## src/rtl/cdp_cfg.svh

```systemverilog
`ifndef CDP_CFG_SVH
`define CDP_CFG_SVH
// ****************************************
// Clock and link timing
// ****************************************
`define CDP_CLK_MHZ 20
`define CDP_T_CONV_NS 22
`define CDP_T_S1_NS 9
`define CDP_SCK_MAX_MHZ 40
// Least times round up to whole cycles
`define CDP_CONV_CYC ((`CDP_T_CONV_NS * `CDP_CLK_MHZ + 999) / 1000)
`define CDP_S1_CYC ((`CDP_T_S1_NS * `CDP_CLK_MHZ + 999) / 1000)
`define CDP_PIX_DIV 4
`define CDP_PIPE_CYCLES 15
`define CDP_CLAMP_MIN 2
`define CDP_CLAMP_REC 20
// ****************************************
// Serial word and device registers
// ****************************************
`define CDP_SER_BITS 16
`define CDP_SER_ADDR_LSB 12
`define CDP_SER_ADDR_W 4
`define CDP_SER_DATA_W 10
`define CDP_REG_VGA 4'h0
`define CDP_REG_CLAMP 4'h1
`define CDP_REG_CDS 4'h2
`define CDP_REG_CTRL 4'h3
`define CDP_VGA_RST 10'h00F
`define CDP_VGA_MIN 10'h00F
`define CDP_CLAMP_RST 10'h000
`define CDP_CTRL_POL_BIT 0
// ****************************************
// Controller registers on Avalon-MM
// ****************************************
`define CDP_AV_CTRL 4'h0
`define CDP_AV_SER 4'h4
`define CDP_AV_STATUS 4'h8
`define CDP_AV_CLAMP 4'hC
`define CDP_AV_BLANK_BIT 0
`define CDP_AV_BUSY_BIT 0
`define CDP_AV_CLPACT_BIT 1
`endif

```

## src/rtl/cdp_pkg.sv

```systemverilog
package cdp_pkg;
	// CDS gain choices; nominal 0 dB after reset
	typedef enum logic [1:0] {
		CDP_CDS_0DB = 2'h0,
		CDP_CDS_M3DB = 2'h1,
		CDP_CDS_P3DB = 2'h2,
		CDP_CDS_P6DB = 2'h3
	} cdp_cds_t;
	// Serial writer states
	typedef enum logic [2:0] {
		CDP_SER_IDLE = 3'b001,
		CDP_SER_SHIFT = 3'b010,
		CDP_SER_LOAD = 3'b100
	} cdp_ser_state_t;
	typedef logic [11:0] cdp_word_t;
endpackage : cdp_pkg

```

## src/rtl/cdp_link_if.sv

```systemverilog
`timescale 1ns/10ps
interface cdp_link_if;
	logic ref_sample_clk;
	logic data_sample_clk;
	logic output_latch_clk;
	logic black_clamp_window;
	logic preblank_in;
	logic serial_clk;
	logic serial_din;
	logic serial_load_pulse;
	logic [11:0] pixel_data;
	// Converter end
	modport dev (
		input ref_sample_clk, data_sample_clk, output_latch_clk, black_clamp_window,
		input preblank_in, serial_clk, serial_din, serial_load_pulse,
		output pixel_data
	);
	// Timing generator and serial host end
	modport tgen (
		output ref_sample_clk, data_sample_clk, output_latch_clk, black_clamp_window,
		output preblank_in, serial_clk, serial_din, serial_load_pulse,
		input pixel_data
	);
endinterface : cdp_link_if

```

## src/rtl/cdp_dev.sv

```systemverilog
// The implementer's own choices: register access over Avalon-MM and the register offsets.
`timescale 1ns/10ps
`include "cdp_cfg.svh"
// How it works
// - Reference on ref clock, data on data clock
// - Pixel word out 15 latch clocks later
// - Preblanked pixels come out as zero
// - Clamp window overrides preblank
// - Generator holds clamp at least 2 pixels
// - Windows aligned to input pixel, not output
// - Unused preblank held inactive
// - 10-bit monotonic gain, minimum at code 15
// - Clamp code sets black level linearly
// - Gain code 15, CDS 0 dB after reset
// - Clock periods no shorter than 22 ns
// - Ref edge leads data edge half a pixel, 9 ns at least
// - Serial clock not above pixel rate
// - Serial data captured on clock rise
// - Latch edge near a sample edge
// - Pixel outputs update on output latch clock
// - Load pulse transfers shifted serial word

module cdp_dev
	import cdp_pkg::*;
#(
	parameter int PIPE_CYCLES = `CDP_PIPE_CYCLES
) (
	input wire logic clk,
	input wire logic rst_n,
	input wire logic [11:0] ccd_level,
	output logic [9:0] vga_code,
	output logic [9:0] clamp_code,
	output logic [1:0] cds_sel,
	output logic sample_pol,
	cdp_link_if.dev link
);
	// out_ff is the last stage, so the shift chain holds one fewer
	localparam int DEPTH = PIPE_CYCLES - 1;

	// ****************************************
	// Conversion arithmetic
	// ****************************************
	// Digital stand-in for the analog chain; monotonic in the code
	function automatic logic [23:0] cdp_vga(input logic [11:0] d, input logic [9:0] code);
		logic [9:0] c;
		c = (code < `CDP_VGA_MIN) ? `CDP_VGA_MIN : code;
		return (24'(d) * 24'(c)) >> 3;
	endfunction : cdp_vga

	// CDS step as a quarter-unit multiplier: -3, 0, +3, +6 dB
	function automatic logic [3:0] cdp_cds_mul(input logic [1:0] sel);
		unique case (cdp_cds_t'(sel))
			CDP_CDS_0DB: return 4'h4;
			CDP_CDS_M3DB: return 4'h3;
			CDP_CDS_P3DB: return 4'h6;
			CDP_CDS_P6DB: return 4'h8;
		endcase
	endfunction : cdp_cds_mul

	// Saturate rather than wrap, so bright pixels stay at full scale
	function automatic logic [11:0] cdp_sat(input logic [27:0] v);
		return (v > 28'h0000FFF) ? 12'hFFF : v[11:0];
	endfunction : cdp_sat
	// Edge seen one clock late; every pin comes from a far-end flop, so no sync stage
	function automatic logic cdp_rise(input logic cur, input logic prev);
		return cur & ~prev;
	endfunction : cdp_rise

	// ****************************************
	// Pin edge detection
	// ****************************************
	logic ref_prev_ff, data_prev_ff, latch_prev_ff, sck_prev_ff, load_prev_ff;
	logic [11:0] ref_lvl_ff, black_ff;
	cdp_word_t word_ff;
	logic blank_pix_ff;
	cdp_word_t pipe_word_ff [DEPTH];
	logic pipe_blank_ff [DEPTH];
	cdp_word_t out_ff;
	logic [`CDP_SER_BITS-1:0] ser_sh_ff;
	logic [9:0] vga_ff, clamp_lvl_ff;
	logic [1:0] cds_ff;
	logic pol_ff;

	// Polarity bit picks the active edge of both sample clocks
	wire ref_edge = pol_ff ? cdp_rise(ref_prev_ff, link.ref_sample_clk) :
		cdp_rise(link.ref_sample_clk, ref_prev_ff);
	wire data_edge = pol_ff ? cdp_rise(data_prev_ff, link.data_sample_clk) :
		cdp_rise(link.data_sample_clk, data_prev_ff);
	wire latch_edge = cdp_rise(link.output_latch_clk, latch_prev_ff);
	wire sck_rise = cdp_rise(link.serial_clk, sck_prev_ff);
	wire load_rise = cdp_rise(link.serial_load_pulse, load_prev_ff);

	// Previous pin levels; reset to the idle low level so no false edge follows reset
	always_ff @(posedge clk) begin
		if (!rst_n) begin
			ref_prev_ff <= 1'b0;
			data_prev_ff <= 1'b0;
			latch_prev_ff <= 1'b0;
			sck_prev_ff <= 1'b0;
			load_prev_ff <= 1'b0;
		end else begin
			ref_prev_ff <= link.ref_sample_clk;
			data_prev_ff <= link.data_sample_clk;
			latch_prev_ff <= link.output_latch_clk;
			sck_prev_ff <= link.serial_clk;
			load_prev_ff <= link.serial_load_pulse;
		end
	end

	// ****************************************
	// Correlated double sampling and clamp
	// ****************************************
	// Swing taken as data less reference; a negative swing floors at zero
	wire [11:0] cds_diff = (ccd_level < ref_lvl_ff) ? 12'h000 : ccd_level - ref_lvl_ff;
	wire [11:0] net_diff = (cds_diff < black_ff) ? 12'h000 : cds_diff - black_ff;
	wire [27:0] gained = (28'(cdp_vga(net_diff, vga_ff)) * 28'(cdp_cds_mul(cds_ff))) >> 2;
	// Clamp code 0..1023 maps to 0..511 LSB of black level
	wire [11:0] black_lsb = {3'h0, clamp_lvl_ff[9:1]};
	wire [12:0] word_sum = 13'(cdp_sat(gained)) + 13'(black_lsb);
	wire [11:0] nxt_word = word_sum[12] ? 12'hFFF : word_sum[11:0];
	// Running average keeps the black estimate quiet; short windows settle less
	wire [12:0] nxt_black = (cds_diff > black_ff) ? 13'(black_ff) + 13'((cds_diff - black_ff) >> 3) :
		13'(black_ff) - 13'((black_ff - cds_diff) >> 3);

	// Window levels are taken with the pixel's own data sample, not at the output
	always_ff @(posedge clk) begin
		if (!rst_n) begin
			ref_lvl_ff <= 12'h000;
			black_ff <= 12'h000;
			word_ff <= 12'h000;
			blank_pix_ff <= 1'b0;
		end else begin
			if (ref_edge)
				ref_lvl_ff <= ccd_level;
			if (data_edge) begin
				word_ff <= nxt_word;
				blank_pix_ff <= link.preblank_in & ~link.black_clamp_window;
				if (link.black_clamp_window)
					black_ff <= nxt_black[11:0];
			end
		end
	end

	// ****************************************
	// Output pipeline on the latch clock
	// ****************************************
	// Blank flag travels with its pixel, so zeroing lands on the right output word
	always_ff @(posedge clk) begin
		if (!rst_n) begin
			for (int i = 0; i < DEPTH; i++) begin
				pipe_word_ff[i] <= 12'h000;
				pipe_blank_ff[i] <= 1'b0;
			end
			out_ff <= 12'h000;
		end else if (latch_edge) begin
			pipe_word_ff[0] <= word_ff;
			pipe_blank_ff[0] <= blank_pix_ff;
			for (int i = 1; i < DEPTH; i++) begin
				pipe_word_ff[i] <= pipe_word_ff[i-1];
				pipe_blank_ff[i] <= pipe_blank_ff[i-1];
			end
			out_ff <= pipe_blank_ff[DEPTH-1] ? 12'h000 : pipe_word_ff[DEPTH-1];
		end
	end

	// ****************************************
	// Serial register port
	// ****************************************
	wire [3:0] ser_addr = ser_sh_ff[`CDP_SER_ADDR_LSB +: `CDP_SER_ADDR_W];
	wire [9:0] ser_data = ser_sh_ff[`CDP_SER_DATA_W-1:0];
	// One strobe per register; the word lands only on the load edge
	wire wr_vga = load_rise & (ser_addr == `CDP_REG_VGA);
	wire wr_clamp = load_rise & (ser_addr == `CDP_REG_CLAMP);
	wire wr_cds = load_rise & (ser_addr == `CDP_REG_CDS);
	wire wr_ctrl = load_rise & (ser_addr == `CDP_REG_CTRL);

	// Shift in MSB first on each serial clock rise
	always_ff @(posedge clk) begin
		if (!rst_n)
			ser_sh_ff <= '0;
		else if (sck_rise)
			ser_sh_ff <= {ser_sh_ff[`CDP_SER_BITS-2:0], link.serial_din};
	end

	// Transfer on load; unknown addresses are dropped so stray words do no harm
	always_ff @(posedge clk) begin
		if (!rst_n) begin
			vga_ff <= `CDP_VGA_RST;
			clamp_lvl_ff <= `CDP_CLAMP_RST;
			cds_ff <= CDP_CDS_0DB;
			pol_ff <= 1'b0;
		end else begin
			if (wr_vga)
				vga_ff <= ser_data;
			if (wr_clamp)
				clamp_lvl_ff <= ser_data;
			if (wr_cds)
				cds_ff <= ser_data[1:0];
			if (wr_ctrl)
				pol_ff <= ser_data[`CDP_CTRL_POL_BIT];
		end
	end

	// Every output straight from its register
	assign link.pixel_data = out_ff;
	assign vga_code = vga_ff;
	assign clamp_code = clamp_lvl_ff;
	assign cds_sel = cds_ff;
	assign sample_pol = pol_ff;
endmodule : cdp_dev

```

## src/flat_wrapper.sv

```systemverilog
// flat-port wrapper written by rule: the top's interface ports become plain ports
module cdp_dev_flat import cdp_pkg::*;
#(
	parameter int PIPE_CYCLES = `CDP_PIPE_CYCLES
)
  (clk, rst_n, ccd_level, vga_code, clamp_code, cds_sel, sample_pol, link_ref_sample_clk, link_data_sample_clk, link_output_latch_clk, link_black_clamp_window, link_preblank_in, link_serial_clk, link_serial_din, link_serial_load_pulse, link_pixel_data);
  cdp_link_if link_i ();
  input wire logic clk;
  input wire logic rst_n;
  input wire logic [11:0] ccd_level;
  output logic [9:0] vga_code;
  output logic [9:0] clamp_code;
  output logic [1:0] cds_sel;
  output logic sample_pol;
  input wire logic [$bits(link_i.ref_sample_clk)-1:0] link_ref_sample_clk;
  input wire logic [$bits(link_i.data_sample_clk)-1:0] link_data_sample_clk;
  input wire logic [$bits(link_i.output_latch_clk)-1:0] link_output_latch_clk;
  input wire logic [$bits(link_i.black_clamp_window)-1:0] link_black_clamp_window;
  input wire logic [$bits(link_i.preblank_in)-1:0] link_preblank_in;
  input wire logic [$bits(link_i.serial_clk)-1:0] link_serial_clk;
  input wire logic [$bits(link_i.serial_din)-1:0] link_serial_din;
  input wire logic [$bits(link_i.serial_load_pulse)-1:0] link_serial_load_pulse;
  output wire logic [$bits(link_i.pixel_data)-1:0] link_pixel_data;
  assign link_i.ref_sample_clk = link_ref_sample_clk;
  assign link_i.data_sample_clk = link_data_sample_clk;
  assign link_i.output_latch_clk = link_output_latch_clk;
  assign link_i.black_clamp_window = link_black_clamp_window;
  assign link_i.preblank_in = link_preblank_in;
  assign link_i.serial_clk = link_serial_clk;
  assign link_i.serial_din = link_serial_din;
  assign link_i.serial_load_pulse = link_serial_load_pulse;
  assign link_pixel_data = link_i.pixel_data;
  cdp_dev #(.PIPE_CYCLES(PIPE_CYCLES)) u_core (.clk(clk), .rst_n(rst_n), .ccd_level(ccd_level), .vga_code(vga_code), .clamp_code(clamp_code), .cds_sel(cds_sel), .sample_pol(sample_pol), .link(link_i));
endmodule
```

## config.mk

```make
export PLATFORM = sky130hd
export DESIGN_NAME = cdp_dev_flat
export DESIGN_NICKNAME = d
export VERILOG_FILES = /design/src/rtl/cdp_pkg.sv /design/src/rtl/cdp_link_if.sv /design/src/rtl/cdp_dev.sv /design/src/flat_wrapper.sv
export VERILOG_INCLUDE_DIRS = /design/src /design/src/rtl
export SDC_FILE = /design/constraint.sdc
export NUM_CORES = 1
export LEC_CHECK = 0
export BUFFER_PORTS_ARGS = -buffer_cell sky130_fd_sc_hd__buf_2
export CAP_MARGIN = 10
export CELL_PAD_IN_SITES_DETAIL_PLACEMENT = 1
export CELL_PAD_IN_SITES_GLOBAL_PLACEMENT = 1
export CORE_AREA = 2 2 198 200
export CTS_CLUSTER_SIZE = 10
export DETAILED_ROUTE_END_ITERATION = 16
export DIE_AREA = 0 0 200 202
export PLACE_DENSITY = 0.83
export SETUP_SLACK_MARGIN = 0.2
export SYNTH_ARGS = -nofsm -noshare
export SYNTH_HDL_FRONTEND = slang
export SYNTH_SLANG_ARGS = --single-unit
```

## constraint.sdc

```tcl
create_clock -name clk -period 17.5 [get_ports clk]
set_input_delay 1.75 -clock clk [delete_from_list [all_inputs] [get_ports clk]]
set_output_delay 1.75 -clock clk [all_outputs]
set_load 0.02 [all_outputs]
```

# Word level (Yosys, flattened, before mapping)
# Memory sizes are Yosys's and may differ from the RTL's.
# Cells that the tools add are included.
# W data, S select, Z words.
[op_classes]
addsub = 7
n_mul = 2
n_lt_le_gt_ge = 5
n_eq_ne = 6
n_mux = 42
n_bitwise = 48
reduce_logical = 3
[ops]
columns = ["operator", "count"]
rows = [
  ["$mux W12", 20],
  ["$or A1 B1 Y1", 28],
  ["$gt A26 B12 Y1 const B", 1],
  ["$sub A12 B12 Y13", 2],
  ["$lt A12 B12 Y1", 2],
  ["$sub A12 B12 Y12", 2],
  ["$mul A19 B4 Y23", 1],
  ["$mul A12 B10 Y22", 1],
  ["$mux W1", 20],
  ["$pmux W4 S4", 1],
  ["$add A12 B9 Y13", 1],
  ["$add A12 B10 Y12", 1],
  ["$and A1 B1 Y1", 12],
  ["$gt A12 B12 Y1", 1],
  ["$sub A12 B10 Y12", 1],
  ["$lt A10 B4 Y1 const B", 1],
  ["$mux W10", 1],
  ["$eq A4 B2 Y1 const B", 2],
  ["$not A1 Y1", 8],
  ["$eq A2 B2 Y1 const B", 2],
  ["$eq A4 B1 Y1 const B", 1],
  ["$logic_not A4 Y1", 1],
  ["$eq A2 B1 Y1 const B", 1],
  ["$logic_not A2 Y1", 1],
  ["$reduce_and A2 Y1", 1],
]
[word_totals]
reg_bits = 93
ramBits = 182
in_bits = 22
out_inout_bits = 35
elab_cells = 130
mem_count = 2
[memory_table]
columns = ["memory", "words", "word_bits", "read_ports", "rd_ports_with_merged_regs", "wr", "line_no", "text"]
rows = [
  ["u_core.pipe_word_ff", 14, 12, 14, 0, 14, "cdp_dev.sv:76", "cdp_word_t pipe_word_ff [DEPTH];"],
  ["u_core.pipe_blank_ff", 14, 1, 14, 0, 14, "cdp_dev.sv:77", "logic pipe_blank_ff [DEPTH];"],
]

# Logic depth before layout (Yosys ltp)
[logic_depth]
depth_word = 10
mapped_depth = 72
depth_no_buf = 69

# Worst setup path after synthesis
# OpenSTA, ideal clock, no wires.
[synth_path]
kind = "in2reg"
from = "input ccd_level[0]"
to = "register u_core.word_ff[0]"
setup_time_ps = 119
arrival_time_ps = 15654
t_required_ps = 17381
setup_slack_ps = 1727
path_stages = 64
path_buffers = 4
cell_sequence = "inv_1 ha_1 fa_1 nor2b_1 o21ai_0 a21boi_0 o21ai_0 a21boi_0 o21ai_0 nand2b_1 a31oi_1 o21ai_0 clkbuf_1 and2_1 ha_1 buf_2 a21oi_1 nand2_1 [28 not listed] o21a_1 a32o_1 nor4_1 nand4_1 nor4_1 and2_0 buf_2 nand2_1 ha_1 nor2b_1 o21ai_0 a21boi_0 o21ai_0 a21boi_0 o41ai_1 and2_1 a41oi_1 o221a_2"
[synth_between]
elab_chain_cells = 10
word_cells_on_any_way = 12
classes_between = "add/sub (3); mul (2); order compare (3); mux (4)"
[synth_lines]
columns = ["element", "line_no", "text"]
rows = [
  ["start, declared", "flat_wrapper.sv:10", "input wire logic [11:0] ccd_level;"],
  ["$sub A12 B12 Y12 or $lt A12 B12 Y1 (tied branches)", "cdp_dev.sv:114", "wire [11:0] cds_diff = (ccd_level < ref_lvl_ff) ? 12'h000 : ccd_level - ref_lvl_ff;"],
  ["$mux W12 *", "cdp_dev.sv:114", ""],
  ["$sub A12 B12 Y12 or $lt A12 B12 Y1 (tied branches)", "cdp_dev.sv:115", "wire [11:0] net_diff = (cds_diff < black_ff) ? 12'h000 : cds_diff - black_ff;"],
  ["$mux W12 *", "cdp_dev.sv:115", ""],
  ["$mul A12 B10 Y22 *", "cdp_dev.sv:47", "return (24'(d) * 24'(c)) >> 3;"],
  ["$mul A19 B4 Y23 *", "cdp_dev.sv:116", "wire [27:0] gained = (28'(cdp_vga(net_diff, vga_ff)) * 28'(cdp_cds_mul(cds_ff))) >> 2;"],
  ["$gt A26 B12 Y1", "cdp_dev.sv:62", "return (v > 28'h0000FFF) ? 12'hFFF : v[11:0];"],
  ["$mux W12 *", "cdp_dev.sv:62", ""],
  ["$add A12 B9 Y13 *", "cdp_dev.sv:119", "wire [12:0] word_sum = 13'(cdp_sat(gained)) + 13'(black_lsb);"],
  ["$mux W12 *", "cdp_dev.sv:120", "wire [11:0] nxt_word = word_sum[12] ? 12'hFFF : word_sum[11:0];"],
  ["end signal, assigned", "cdp_dev.sv:136", "word_ff <= nxt_word;"],
  ["end, declared", "cdp_dev.sv:74", "cdp_word_t word_ff;"],
]
# Mark *: on every way between the ends. The rest lies on a longest branch, timed or not.
# A chain may end at the register's enable or synchronous reset.

# Worst setup path after layout
[layout_path]
from = "input ccd_level[0]"
to = "register u_core.word_ff[9]"
# Same word-level chain as after synthesis.

==> results.json <==
{
  "cap_violations": 0,
  "yosys_register_bits": 275,
  "status": "completed",
  "async_flop_share_pct": 0,
  "hold_violations": 0,
  "core_area_sq_um": 38300,
  "fp.dieW_um": 200,
  "critPathTopFamily": "compound AO/OA/AOI/OAI gates",
  "cp_max_fo": 22,
  "die_h_um": 202,
  "die-area_sq_um": 40400,
  "dominantRegCellSynth": "edfxtp_1",
  "fin_ws_ns": 1.21,
  "cts_tree": "yes",
  "fp-row-count": 72,
  "syn_area_per_cell_sq_um": 9.82,
  "rsz0062_at_grt": "no",
  "gp_congestion": 0.868,
  "cts_max_level": 2,
  "cp_common_cell": "fa_1",
  "timing.final.crit_share_pct": 93.1,
  "slew_viol_final": 0,
  "critPathSlowestCell": "fa_1",
  "synth_cells": 1961,
  "drive_gt1_share_pct": 8.82,
  "yosysSeqAreaShare_pct": 38.0,
  "hpwl_um": 35200,
  "synth_nets": 2243,
  "hp-class": "flop to flop",
  "drcViolationCount": 0,
  "max_freq_ghz": 0.0614,
  "synth.distinct_cells": 68,
  "synth_edf_count": 181,
  "cts_buffers": 34,
  "clock_latency_ns": 0.52,
  "initial_core_util_pct": 50.3,
  "path_class": "input pin to flop",
  "tightest_slew_ns": 1.13,
  "antenna_left": 0,
  "final_net_count": 2275,
  "fin_crit_ns": 16.29,
  "vias": 13842,
  "path_clk_slew_ns": 0.05,
  "ios": 57,
  "post_drt_via_cell_ratio": 5.46,
  "cp_data_arrival_time_ns": 16.69,
  "fillerInstances": 4275,
  "setup_viol": 0,
  "grt_overflow_total": 0,
  "finalSetupTns_ns": 0,
  "crit_buf_inv": 9,
  "relSlewSlack_pct": 24.3,
  "grt_pass1_vias": 15309,
  "clock_path_buffers": 3,
  "antenna_found_initial": 0,
  "required_ns": 17.90,
  "drt_iter0_drc": 634,
  "grt_use_total_pct": 24.5,
  "grt_pass1_wl_um": 78800,
  "clk_root_buffer_cell": "clkbuf_16",
  "grt_max_degree": 131,
  "syn2layout_area_growth_pct": 10.5,
  "port_buffers": 56,
  "yosys_warnings": 0,
  "clock_sinks": 275,
  "wire_per_inst_um": 18.8,
  "cpPeakStageDelay_ns": 0.55,
  "end_kind": "flop",
  "antennaDiodeCount": 0,
  "syn_area_sq_um": 19300,
  "wirelength_um": 47800,
  "skew_ns": 0.0129,
  "drt_pass1_iterations": 4,
  "place_ws_ns": -0.254,
  "cts_hold_buf": 0,
  "crit_path_start_kind": "input pin"
}
## layout make-up
cell class	count	area (sq um)	share of cell area, %
multi-input combinational	1399	11100	52.1
sequential	275	7320	34.4
clock buffer	55	951	4.47
inverter	207	782	3.67
tap	518	648	3.05
timing repair buffer	76	434	2.04
clock inverter	6	50.0	0.235
## synth_stat cells, drive strengths merged (3+ instances only)
library cell	count	area share, %
a211oi	8	0.31
a21boi	7	0.27
a21o	39	1.5
a21oi	110	2.9
a221oi	3	0.14
a22o	13	0.59
a31oi	9	0.32
a41oi	4	0.18
and2	274	8.9
and3	31	1.0
buf	8	0.19
clkbuf	72	1.4
dfxtp	94	9.8
edfxtp	181	28
fa	116	12
ha	144	9.4
inv	205	4.0
mux2i	32	1.7
nand2	198	3.9
nand2b	20	0.65
nand3	17	0.44
nand3b	5	0.19
nand4	10	0.32
nor2	112	2.2
nor2b	16	0.52
nor3	20	0.52
nor3b	5	0.19
nor4	5	0.16
nor4b	3	0.17
o211ai	7	0.27
o21ai	49	1.3
o21bai	13	0.51
o221ai	3	0.14
o31a	4	0.18
o31ai	5	0.29
o41ai	6	0.27
or2	7	0.23
xnor2	50	2.3
xor2	29	1.3
## per-layer routing
layer | part of all wire (%) | wire, um | vias up | global-route usage [%]
li1 | - | - | 6582 | -
met1 | 41 | 19400 | 6942 | 29.2
met2 | 54 | 25600 | 229 | 45.6
met3 | 3.1 | 1490 | 89 | 3.12
met4 | 2.8 | 1320 | 0 | 7.01
met5 | 0 | 0 | - | 0
## timing repair
action                                  4_1_cts  5_1_grt
pin swaps                                     0        4
endpoints found under the setup margin        8       12
resized for setup                             1       53
setup buffers                                 0        6
## state kept, by name (all words and copies together) (netlist names)
name	flops
u_core.black_ff	12
u_core.blank_pix_ff	1
u_core.cds_sel	2
u_core.clamp_code	10
u_core.data_prev_ff	1
u_core.latch_prev_ff	1
u_core.link.pixel_data	12
u_core.load_prev_ff	1
u_core.pipe_blank_ff	14
u_core.pipe_word_ff	168
u_core.ref_lvl_ff	12
u_core.ref_prev_ff	1
u_core.sample_pol	1
u_core.sck_prev_ff	1
u_core.ser_sh_ff	16
u_core.vga_code	10
u_core.word_ff	12
## final timing paths
check                                          start                    to  slack, ns  depth (start not counted)
worst max register to register  u_core.ref_lvl_ff[0]     u_core.word_ff[9]       2.26                         66
worst max-delay path                    ccd_level[0]     u_core.word_ff[9]       1.21                         68
worst min-delay path            u_core.ser_sh_ff[15]  u_core.ser_sh_ff[15]       0.47                          2
worst min register to register  u_core.ser_sh_ff[15]  u_core.ser_sh_ff[15]       0.47                          2
## logic make-up after synthesis
kind of cell	share of synthesized area, %
AND/OR/NAND/NOR	19.6
AO/OA/AOI/OAI	10.1
buffers and inverters	5.63
flip-flops	38.0
adder cells (fa/ha/maj)	21.4
XOR/XNOR	3.63
multiplexers	1.66
## per-stage QoR
step                utilization (%)  hold WS, ns  std cells  instance area (sq um)
global placement               52.2        0.437       2468                  20000
detailed placement             52.2        0.447       2468                  20000
finish                         55.6        0.465       2536                  21300
global route                   55.6        0.476       2536                  21300
floorplan                         -        0.432       1961                  19300
CTS                            54.9        0.465       2529                  21000
## worst reg2reg max path: cells and delay by family (launching register included)
| family | cells | cell delay [ns] |
|---|---|---|
| compound gates | 30 | 5.79 |
| buf+inv | 7 | 0.88 |
| simple gates | 15 | 2.73 |
| flops | 1 | 0.32 |
| fa+ha+maj | 14 | 5.38 |
## layout by cell type (no fill, tap or decap), types with 20 or more instances in the layout
| cell type | instances |
|---|---|
| ha_1 | 140 |
| and2_1 | 268 |
| xor2_1 | 28 |
| a21oi_1 | 102 |
| and3_1 | 31 |
| a21o_1 | 38 |
| o21ai_0 | 44 |
| fa_1 | 116 |
| mux2i_1 | 32 |
| buf_2 | 56 |
| edfxtp_1 | 181 |
| clkbuf_1 | 20 |
| clkbuf_16 | 35 |
| nand2_1 | 198 |
| nand2b_1 | 20 |
| inv_1 | 204 |
| xnor2_1 | 46 |
| dfxtp_1 | 94 |
| nor2_1 | 106 |
Power is left out: the tool's default activity adds up to more than one toggle a clock period on the data nets, which glitch-free logic cannot reach.
